### src/thermal_monitor_regs.svh
`ifndef THERMAL_MONITOR_REGS_SVH
`define THERMAL_MONITOR_REGS_SVH

// register offsets
`define OFS_LOCAL_TRIP_PROG 8'h13
`define OFS_REMOTE_TRIP_PROG 8'h14
`define OFS_FACTORY_TEST 8'h15
`define OFS_LOCAL_TRIP_FIXED 8'h17
`define OFS_REMOTE_TRIP_FIXED 8'h18
`define OFS_FAN_SPEED_SETTING 8'h19
`define OFS_DIODE_TWO_TEMP 8'h20
`define OFS_DIODE_ONE_TEMP 8'h26
`define OFS_INTERNAL_TEMP 8'h27
`define OFS_DIODE_TWO_HIGH 8'h2b
`define OFS_DIODE_TWO_LOW 8'h2c
`define OFS_DIODE_ONE_HIGH 8'h37
`define OFS_DIODE_ONE_LOW 8'h38
`define OFS_INTERNAL_HIGH 8'h39
`define OFS_INTERNAL_LOW 8'h3a
`define OFS_DEVICE_CONFIG 8'h40

// configuration field positions
`define CFG_RUN_BIT 0
`define CFG_INT_ENABLE_BIT 1
`define CFG_INT_CLEAR_BIT 2
`define CFG_TRIP_LOCK_BIT 3

// reset values
`define RST_CONFIG 8'h25
`define RST_CONFIG_LOW 4'h5
`define RST_CONFIG_HIGH 4'h2
`define RST_LOCAL_TRIP 8'h46
`define RST_REMOTE_TRIP 8'h64
`define RST_FAN_SPEED 8'h00
`define RST_HIGH_LIMIT 8'h7f
`define RST_LOW_LIMIT 8'h80
`define FAN_FULL_SPEED 8'hff
`define READ_UNMAPPED 8'h00

// response latency of a register read in clock cycles
`define READ_LATENCY 1

`endif

### src/thermal_monitor_pkg.sv
package thermal_monitor_pkg;

   // two's complement temperature in degrees
   typedef logic signed [7:0] temp_t;

   // monitored channels, also the limit pair index
   typedef enum logic [1:0] {
      CH_INTERNAL = 2'b00,
      CH_DIODE_ONE = 2'b01,
      CH_DIODE_TWO = 2'b10
   } channel_t;

   localparam int NUM_CHANNELS = 3;
   localparam int NUM_LIMITS = 6;

endpackage

### src/limit_window_check.sv
module limit_window_check (
   // clock and reset
   input wire logic clk,
   input wire logic arst_n,
   // control
   input wire logic enable,
   // measurement and limits
   input wire thermal_monitor_pkg::temp_t temp,
   input wire thermal_monitor_pkg::temp_t high_limit,
   input wire thermal_monitor_pkg::temp_t low_limit,
   // result
   output logic out_of_range
);

   logic out_of_range_ff;
   logic nxt_out_of_range;

   // standby freezes no history: the flag simply drops while idle
   always_comb begin
      nxt_out_of_range = enable && ((temp > high_limit) || (temp < low_limit));
   end

   always_ff @(posedge clk or negedge arst_n) begin
      if (!arst_n) begin
         out_of_range_ff <= 1'b0;
      end else begin
         out_of_range_ff <= nxt_out_of_range;
      end
   end

   assign out_of_range = out_of_range_ff;

endmodule

### src/thermal_monitor_value_registers.sv
// Behaviour
// - local programmable trip at 0x13, default 70, writable only while unlocked.
// - remote programmable trip at 0x14, default 100, writable only while unlocked.
// - setting config bit 3 freezes both programmable trip registers.
// - once locked, fixed trip points no longer drive overheat or fan outputs.
// - fixed trips 70 at 0x17 and 100 at 0x18 read back, never change.
// - once set, the lock bit ignores all further writes until reset.
// - fan speed setting at 0x19 is read/write, resets to zero.
// - temperatures read only: diode two 0x20, diode one 0x26, internal 0x27.
// - high/low limits at 0x2b/0x2c, 0x37/0x38, 0x39/0x3a are read/write.
// - config bit 0 runs monitoring when one, standby when zero; resets one.
// - clearing run bit does not release an asserted interrupt output.
// - config bit 1 enables the active-low interrupt output; resets zero.
// - config bit 2 holds interrupt output released, status untouched; resets one.
// - enabled but cleared: events still recorded, pin stays released.
// - lock returns to unlocked only on secondary reset or power-on reset.
// - configuration register at 0x40 powers up as 0x25.
`include "thermal_monitor_regs.svh"

module thermal_monitor_value_registers (
   // clock and reset
   input wire logic clk,
   input wire logic arst_n,
   input wire logic secondary_reset_input_n,
   // register access from the serial bus engine
   input wire logic reg_req,
   input wire logic reg_write,
   input wire logic [7:0] reg_addr,
   input wire logic [7:0] reg_wdata,
   output logic reg_rvalid,
   output logic [7:0] reg_rdata,
   // measured temperatures from the converter
   input wire thermal_monitor_pkg::temp_t internal_temp,
   input wire thermal_monitor_pkg::temp_t diode_one_temp,
   input wire thermal_monitor_pkg::temp_t diode_two_temp,
   // interrupt status summary from the status register
   input wire logic status_pending,
   // outputs
   output logic run_mode,
   output logic [2:0] limit_violation,
   output logic overheat_output_n,
   output logic [7:0] cooling_speed_level,
   output logic int_n
);

   localparam int NCH = thermal_monitor_pkg::NUM_CHANNELS;
   localparam int NLIM = thermal_monitor_pkg::NUM_LIMITS;

   // configuration bits 3..0, trips, fan, limits
   logic [3:0] cfg_ff;
   logic [3:0] nxt_cfg;
   logic [7:0] local_trip_ff;
   logic [7:0] nxt_local_trip;
   logic [7:0] remote_trip_ff;
   logic [7:0] nxt_remote_trip;
   logic [7:0] fan_ff;
   logic [7:0] nxt_fan;
   logic [7:0] limit_ff [NLIM];
   logic [7:0] nxt_limit [NLIM];

   // read response
   logic rvalid_ff;
   logic nxt_rvalid;
   logic [7:0] rdata_ff;
   logic [7:0] nxt_rdata;

   // outputs derived from state
   logic overheat_ff;
   logic nxt_overheat;
   logic [7:0] speed_ff;
   logic [7:0] nxt_speed;
   logic int_n_ff;
   logic nxt_int_n;

   logic wr;
   logic rd;
   logic locked;
   logic run;
   logic [7:0] local_trip_sel;
   logic [7:0] remote_trip_sel;
   logic trip_hit;

   assign wr = reg_req && reg_write;
   assign rd = reg_req && !reg_write;
   assign locked = cfg_ff[`CFG_TRIP_LOCK_BIT];
   assign run = cfg_ff[`CFG_RUN_BIT];

   // limit slot of an address, or -1 when the address holds no limit
   function automatic int limit_slot(input logic [7:0] addr);
      int slot;
      slot = -1;
      unique case (addr)
         `OFS_INTERNAL_HIGH: slot = 0;
         `OFS_INTERNAL_LOW: slot = 1;
         `OFS_DIODE_ONE_HIGH: slot = 2;
         `OFS_DIODE_ONE_LOW: slot = 3;
         `OFS_DIODE_TWO_HIGH: slot = 4;
         `OFS_DIODE_TWO_LOW: slot = 5;
         default: slot = -1;
      endcase
      return slot;
   endfunction

   // register write path; secondary reset outranks any write in the same cycle
   always_comb begin
      nxt_cfg = cfg_ff;
      nxt_local_trip = local_trip_ff;
      nxt_remote_trip = remote_trip_ff;
      nxt_fan = fan_ff;
      for (int i = 0; i < NLIM; i++) begin
         nxt_limit[i] = limit_ff[i];
      end
      if (!secondary_reset_input_n) begin
         nxt_cfg = `RST_CONFIG_LOW;
         nxt_local_trip = `RST_LOCAL_TRIP;
         nxt_remote_trip = `RST_REMOTE_TRIP;
      end else if (wr) begin
         if (reg_addr == `OFS_LOCAL_TRIP_PROG && !locked) begin
            nxt_local_trip = reg_wdata;
         end
         if (reg_addr == `OFS_REMOTE_TRIP_PROG && !locked) begin
            nxt_remote_trip = reg_wdata;
         end
         if (reg_addr == `OFS_FAN_SPEED_SETTING) begin
            nxt_fan = reg_wdata;
         end
         if (limit_slot(reg_addr) >= 0) begin
            nxt_limit[limit_slot(reg_addr)] = reg_wdata;
         end
         if (reg_addr == `OFS_DEVICE_CONFIG) begin
            nxt_cfg[`CFG_RUN_BIT] = reg_wdata[`CFG_RUN_BIT];
            nxt_cfg[`CFG_INT_ENABLE_BIT] = reg_wdata[`CFG_INT_ENABLE_BIT];
            nxt_cfg[`CFG_INT_CLEAR_BIT] = reg_wdata[`CFG_INT_CLEAR_BIT];
            // lock can only go from zero to one; a set lock takes no write
            nxt_cfg[`CFG_TRIP_LOCK_BIT] = locked | reg_wdata[`CFG_TRIP_LOCK_BIT];
         end
         // fixed trips, temperatures and the test register store nothing
      end
   end

   always_ff @(posedge clk or negedge arst_n) begin
      if (!arst_n) begin
         cfg_ff <= `RST_CONFIG_LOW;
         local_trip_ff <= `RST_LOCAL_TRIP;
         remote_trip_ff <= `RST_REMOTE_TRIP;
         fan_ff <= `RST_FAN_SPEED;
         for (int i = 0; i < NLIM; i++) begin
            limit_ff[i] <= (i[0] ? `RST_LOW_LIMIT : `RST_HIGH_LIMIT);
         end
      end else begin
         cfg_ff <= nxt_cfg;
         local_trip_ff <= nxt_local_trip;
         remote_trip_ff <= nxt_remote_trip;
         fan_ff <= nxt_fan;
         for (int i = 0; i < NLIM; i++) begin
            limit_ff[i] <= nxt_limit[i];
         end
      end
   end

   // read mux; unmapped and test locations read zero
   always_comb begin
      nxt_rvalid = rd;
      nxt_rdata = rdata_ff;
      if (rd) begin
         nxt_rdata = `READ_UNMAPPED;
         unique case (reg_addr)
            `OFS_LOCAL_TRIP_PROG: nxt_rdata = local_trip_ff;
            `OFS_REMOTE_TRIP_PROG: nxt_rdata = remote_trip_ff;
            `OFS_LOCAL_TRIP_FIXED: nxt_rdata = `RST_LOCAL_TRIP;
            `OFS_REMOTE_TRIP_FIXED: nxt_rdata = `RST_REMOTE_TRIP;
            `OFS_FAN_SPEED_SETTING: nxt_rdata = fan_ff;
            `OFS_DIODE_TWO_TEMP: nxt_rdata = diode_two_temp;
            `OFS_DIODE_ONE_TEMP: nxt_rdata = diode_one_temp;
            `OFS_INTERNAL_TEMP: nxt_rdata = internal_temp;
            `OFS_DEVICE_CONFIG: nxt_rdata = {`RST_CONFIG_HIGH, cfg_ff};
            default: begin
               if (limit_slot(reg_addr) >= 0) begin
                  nxt_rdata = limit_ff[limit_slot(reg_addr)];
               end
            end
         endcase
      end
   end

   always_ff @(posedge clk or negedge arst_n) begin
      if (!arst_n) begin
         rvalid_ff <= 1'b0;
         rdata_ff <= `READ_UNMAPPED;
      end else begin
         rvalid_ff <= nxt_rvalid;
         rdata_ff <= nxt_rdata;
      end
   end

   // trip source: fixed values until locked, programmed values after
   assign local_trip_sel = locked ? local_trip_ff : `RST_LOCAL_TRIP;
   assign remote_trip_sel = locked ? remote_trip_ff : `RST_REMOTE_TRIP;

   // both diodes share the remote trip point
   assign trip_hit = ($signed(internal_temp) > $signed(local_trip_sel))
      || ($signed(diode_one_temp) > $signed(remote_trip_sel))
      || ($signed(diode_two_temp) > $signed(remote_trip_sel));

   // overheat and fan drive; trips only checked while running
   always_comb begin
      nxt_overheat = run && trip_hit;
      nxt_speed = nxt_overheat ? `FAN_FULL_SPEED : fan_ff;
   end

   // interrupt pin follows status gated by enable and clear bits; run bit is deliberately not a term
   always_comb begin
      nxt_int_n = !(cfg_ff[`CFG_INT_ENABLE_BIT] && !cfg_ff[`CFG_INT_CLEAR_BIT]
         && status_pending);
   end

   always_ff @(posedge clk or negedge arst_n) begin
      if (!arst_n) begin
         overheat_ff <= 1'b0;
         speed_ff <= `RST_FAN_SPEED;
         int_n_ff <= 1'b1;
      end else begin
         overheat_ff <= nxt_overheat;
         speed_ff <= nxt_speed;
         int_n_ff <= nxt_int_n;
      end
   end

   // per-channel window check against the programmed limits
   for (genvar ch = 0; ch < NCH; ch++) begin : g_limit
      thermal_monitor_pkg::temp_t ch_temp;
      assign ch_temp = (ch == 0) ? internal_temp : ((ch == 1) ? diode_one_temp : diode_two_temp);
      limit_window_check u_check (
         .clk(clk),
         .arst_n(arst_n),
         .enable(run),
         .temp(ch_temp),
         .high_limit(limit_ff[2 * ch]),
         .low_limit(limit_ff[2 * ch + 1]),
         .out_of_range(limit_violation[ch])
      );
   end

   assign reg_rvalid = rvalid_ff;
   assign reg_rdata = rdata_ff;
   assign run_mode = run;
   assign overheat_output_n = !overheat_ff;
   assign cooling_speed_level = speed_ff;
   assign int_n = int_n_ff;
endmodule

### config.mk
export PLATFORM = sky130hd
export DESIGN_NAME = thermal_monitor_value_registers
export DESIGN_NICKNAME = d
export VERILOG_FILES = /design/src/thermal_monitor_pkg.sv /design/src/limit_window_check.sv /design/src/thermal_monitor_value_registers.sv
export VERILOG_INCLUDE_DIRS = /design/src /design/src/src
export SDC_FILE = /design/constraint.sdc
export NUM_CORES = 1
export LEC_CHECK = 0
export BUFFER_PORTS_ARGS = -buffer_cell sky130_fd_sc_hd__buf_4
export CORE_MARGIN = 2
export CORE_UTILIZATION = 54
export DETAILED_ROUTE_END_ITERATION = 6
export PLACE_DENSITY = 0.77
export SLEW_MARGIN = 10
export SYNTH_ARGS = -nofsm -noshare
export SYNTH_HDL_FRONTEND = slang
export SYNTH_SLANG_ARGS = --single-unit
### constraint.sdc
create_clock -name clk -period 2.45 [get_ports clk]
set_input_delay 0.245 -clock clk [delete_from_list [all_inputs] [get_ports clk]]
set_output_delay 0.245 -clock clk [all_outputs]
set_load 0.02 [all_outputs]
Word level (Yosys, flattened, before mapping) --
Index checks and enable logic that the tools add are counted.
Cells by class: order comparisons 14, equal/unequal tests 19, muxes and demuxes 31, bitwise logic cells 3, reductions and logical operators 27
Operators with widths (count):
- 32-bit two-way mux | 10
- 32-bit case mux with 6 select lines | 1
- 8-bit two-way mux | 13
- 8-bit by 6-bit equality test with 1-bit output, second input constant | 9
- 8-bit case mux with 9 select lines | 1
- 32-bit by 1-bit greater-or-equal comparator with 1-bit output, second input constant | 2
- 32-bit by 4-bit greater-or-equal comparator with 1-bit output, second input constant | 2
- 32-bit NOT | 2
- 48-bit bitwise mux | 1
- 8-bit > comparator | 6
- 8-bit by 5-bit equality test with 1-bit output, second input constant | 5
- 32-bit by 1-bit < comparator with 1-bit output, second input constant | 1
- 8-bit binary-select mux with 3-bit select | 1
- 8-bit demux with 3-bit select | 1
- 8-bit < comparator | 3
- 4-bit two-way mux | 3
- 1-bit logical AND | 11
- 9-bit OR reduction | 1
- 8-bit by 7-bit equality test with 1-bit output, second input constant | 1
- 2-bit by 1-bit != test with 1-bit output, second input constant | 4
- 2-bit AND reduction | 3
- 3-bit AND reduction | 2
- 1-bit zero test | 5
- 1-bit logical OR | 5
- 1-bit bitwise OR | 1
Word-level totals: flip-flop bits (word level) 98, output and inout bits 23, word-level logic and storage cells 112

Logic depth before layout (Yosys ltp) --
word-level depth 14, mapped depth 11, mapped depth without buffers 9

Cells and area by module --
From an unflattened synthesis, not the netlist that was laid out.
Unflattened totals: cells, all modules 693, area total of the unflattened synthesis 6961.7 µm²
Modules (own cells, without submodules):
- thermal_monitor_value_registers | times used 1, cells an instance 522, area an instance 5629.1 µm²
- limit_window_check | times used 3, cells an instance 57, area an instance 444.2 µm²

Worst setup path after synthesis --
Ideal clock, no wire load.
path kind register to register, start point register cfg_ff[3], end point register speed_ff[0] (netlist: cooling_speed_level[0]), library setup time 0.138 ns, arrival 2.374 ns, path slack -0.062 ns, stages on the path, launching flop included 11, path buffers 2, period minus slack after synthesis 2.512 ns, cells stage by stage dfrtp_1 > buf_2 > clkbuf_1 > nand2_1 > ha_1 > o22a_1 > o21ai_0 > or3_1 > a211o_1 > a211oi_2 > nand2b_1
Between the ends: cells in the longest elaborated chain, start to end 6, elaborated cells on any way between the ends 9
RTL lines:
- from (decl) | line thermal_monitor_value_registers.sv:50 | logic [3:0] cfg_ff;
- from (signal assigned) | line thermal_monitor_value_registers.sv:143 | cfg_ff <= `RST_CONFIG_LOW;
- from (signal assigned) | line thermal_monitor_value_registers.sv:151 | cfg_ff <= nxt_cfg;
- 8-bit two-way mux (no source line)
- 8-bit > comparator (on tied branches) | line thermal_monitor_value_registers.sv:201, thermal_monitor_value_registers.sv:202
- 1-bit logical OR | line thermal_monitor_value_registers.sv:202 | || ($signed(diode_one_temp) > $signed(remote_trip_sel))
- 1-bit logical OR * | line thermal_monitor_value_registers.sv:203 | || ($signed(diode_two_temp) > $signed(remote_trip_sel));
- 1-bit logical AND * | line thermal_monitor_value_registers.sv:207 | nxt_overheat = run && trip_hit;
- 8-bit two-way mux * | line thermal_monitor_value_registers.sv:208 | nxt_speed = nxt_overheat ? `FAN_FULL_SPEED : fan_ff;
- named net nxt_speed[0] | line thermal_monitor_value_registers.sv:71 | logic [7:0] nxt_speed;
- to (signal assigned) | line thermal_monitor_value_registers.sv:220 | speed_ff <= `RST_FAN_SPEED;
- to (signal assigned) | line thermal_monitor_value_registers.sv:224 | speed_ff <= nxt_speed;
- to (decl) | line thermal_monitor_value_registers.sv:70 | logic [7:0] speed_ff;
Mark *: on every way through the listed nets, which the timed path passes. The rest lies on a longest branch. A chain may end at the register's enable or synchronous reset.

Final worst setup path --
start point register cfg_ff[3], end point register speed_ff[4] (netlist: cooling_speed_level[4])
Same word-level chain as after synthesis.

==> results.toml <==
[finish]
final_common_cell = "buf_4"
nets = 894
layout_common_cells = "buf_4, nand2_1, dfrtp_1"
layout-drive-gt1-share = 0.2583
area_growth_pct = 18.03
utilization = 0.6513
diodes = 0

[timing]
fin_crit_sh = 0.9650
fin_crit_ns = 2.364
fmax_mhz = 423.0
hold_viol = 0
setup_viol = 0
setup-tns-final_ns = 0
slew_headroom = 0.5473
drv_slew = 0
fin_skew_ns = 0.008694
tightestPinTransition_ns = 0.6791

[logic_synthesis]
synth_area_leaders = "dfrtp_1, dfstp_2, ha_1"
ys_async_sr_fraction = 1.000
synthXorXnorAreaFrac = 0.003965
yosys.area.top_type = "dfrtp_1"
syn_area_sq_um = 6628
synth_cells = 709
synth.top_cell.area_share = 0.2454
synth-adder-area-share = 0.1265
synth.area.mux_share = 0.07929
yosys_warnings = 0
synth_cell_type_count = 72
ys_seq_area_frac = 0.3763
synth_compound_area_frac = 0.1912
synth_top_family_by_area = "compound AO/OA/AOI/OAI gates"
synth-simple-area-share = 0.1652
synth_edf_count = 0
synth_nets = 822
ys_ff_latch = 98
synth_flop_cell = "dfrtp_1"
avgSynthCellArea_sq_um = 9.348

[critical_path]
critical-path-max-stage-delay_ns = 0.45
cp_cell_sequence = "nand2_4 > ha_4 > o22a_1 > o21ai_1 > or3_4 > a211o_1 > a211oi_4 > buf_6 > clkbuf_16 > nand2b_1"
cp-start-kind = "flop"
r2r_slack_ns = 0.09
r2r-end = "cooling_speed_level[4]$_DFF_PN0_"
path_max_fanout = 8
crit_path_end = "cooling_speed_level[4]$_DFF_PN0_"
crit_start = "cfg_ff[3]$_DFFE_PN0P_"
arrival_ns = 2.60
end_kind = "flop"
worstSetupPathType = "reg2reg"
r2r-start = "cfg_ff[3]$_DFFE_PN0P_"
cp.depth = 10
crit_path_top_delay_cell = "dfrtp_2"
path_buf_inv = 2
reg2regPathDepth = 10
critPathTopFamily = "compound AO/OA/AOI/OAI gates"
worst_ep_required_time_ns = 2.69

[outcome]
status = "finished, final reports clean"

[clocking]
cts_tree = "built"
cts_buffers = 9
htreeDepth = 3
cts_sinks = 98
clock_path_buffers = 2
clk_transition_reported_paths_ns = 0.07
worstSkewPairLatency_ns = 0.36
clock-root-buffer = "clkbuf_16"

[die]
design.core.area_sq_um = 12010
io_pins = 69
fp.dieArea_sq_um = 13180
die_h_um = 114.8
start_util = 0.5518
die_w_um = 114.8
rows = 40

[power_and_ir_drop]
p_leak_nw = 3.723
peakVddDrop_mv = 0.3233
p_per_area_nw_per_um2 = 490.0

[drt]
antenna_left = 0
num_vias = 5834
wl_per_cell_um = 22.93
drc = 0
drt-total-wl_um = 21390
drt_iter0_markers = 638
viasPerCell = 6.253
first_pass_iters = 5

[global_routing]
grt_pass1_wl_um = 32610
antenna_found_initial = 0
grt_pass1_vias = 5710
grt-ovfl-total = 0
grt_use_total = 0.3347
grt_max_degree = 49

[placement]
dp_hpwl_um = 15870
io_buffers = 68
gp_congestion = 0.9586

[flow_run]
max_cap_violations = 0

[min_path]
hold_class = "in2reg"
power by group:
part	internal, mW	total, mW	switching, mW
Clock	0.794	1.44	0.642
Combinational	0.274	0.678	0.404
Sequential	1.69	1.72	0.0313
per-layer routing:
metal	GRT usage	vias to the layer above	part of all wire
met5	0	-	0
met4	0.1486	0	0.039
met3	0.06537	42	0.083
met2	0.5081	297	0.44
met1	0.4674	2796	0.43
li1	-	2699	-
cell type report:
type                            instances  area [sq um]
Clock buffer                           10         229.0
Clock inverter                          6         62.56
Fill cell                            1017          4189
Inverter                               56         210.2
Multi-Input combinational cell        520          3869
Sequential cell                        98          2495
Tap cell                              147         183.9
Timing Repair Buffer                   96         773.2
worst min path at each step:
stage	startpoint	endpoint	slack, ns	cells past startpoint
floorplan	arst_n	cfg_ff[1]$_DFFE_PN0P_	-0.05	0
global placement	arst_n	g_limit[1].u_check.out_of_range$_DFF_PN0_	0.32	1
detailed placement	arst_n	g_limit[1].u_check.out_of_range$_DFF_PN0_	0.32	1
CTS	status_pending	int_n$_DFF_PN1_	0.04	2
global route	status_pending	int_n$_DFF_PN1_	0.07	2
finish	status_pending	int_n$_DFF_PN1_	0.04	2
timing repair:
| item | 4_1_cts | 5_1_grt |
|---|---|---|
| pin swaps | 0 | 9 |
| endpoints found under the setup margin | 1 | 9 |
| buffers inserted | 0 | 4 |
| hold buffers | 1 | 0 |
| resized for setup | 1 | 25 |
| gates cloned | 0 | 1 |
| hold endpoints to repair | 26 | 0 |
cells by family (layout without fill, tap and decap cells):
logic type               Yosys count  in the layout
AO/OA/AOI/OAI                    194            194
adder cells (fa/ha/maj)           67             67
XOR/XNOR                           3              3
buffers and inverters             91            168
flip-flops                        98             98
multiplexers                      50             50
AND/OR/NAND/NOR                  206            206
cells in the mapped netlist, drive strengths merged (5+ instances only):
master	instances
mux2	20
inv	56
nor3	11
clkbuf	16
a31oi	8
nand2b	11
o21ai	68
ha	67
nand2	77
a21o	6
o31a	5
dfstp	33
o211ai	5
a21oi	30
mux2i	30
and3	6
nand4	8
nor2	28
buf	19
dfrtp	65
and2	6
o22ai	11
o21a	10
a22oi	8
a211oi	7
nor2b	31
nand3	11
o311ai	5
per-stage QoR:
stage | setup slack (ns) | hold WS, ns | cells | total power, mW | instance area (sq um)
floorplan | 0.09589 | -0.05059 | 709 | 2.073 | 6636
global placement | 0.07628 | 0.3189 | 911 | 2.369 | 7348
detailed placement | 0.008377 | 0.3192 | 911 | 2.385 | 7348
CTS | 0.07719 | 0.04045 | 928 | 3.809 | 7651
global route | -0.007668 | 0.06543 | 933 | 3.966 | 7823
finish | 0.08573 | 0.04393 | 933 | 3.833 | 7823
worst register-to-register path, stage by stage (launching register included):
cell and delay (ns):
dfrtp_2 0.45, nand2_4 0.09, ha_4 0.27, o22a_1 0.13
o21ai_1 0.08, or3_4 0.38, a211o_1 0.27, a211oi_4 0.24
buf_6 0.16, clkbuf_16 0.13, nand2b_1 0.05
state kept, by name, indices dropped and copies added (netlist names), 3 cells and up:
signal / flops
cfg_ff: 4
cooling_speed_level: 8
fan_ff: 8
g_limit.u_check.out_of_range: 3
limit_ff: 48
local_trip_ff: 8
reg_rdata: 8
remote_trip_ff: 8
Note: power is estimated with default switching activity, not from simulation.
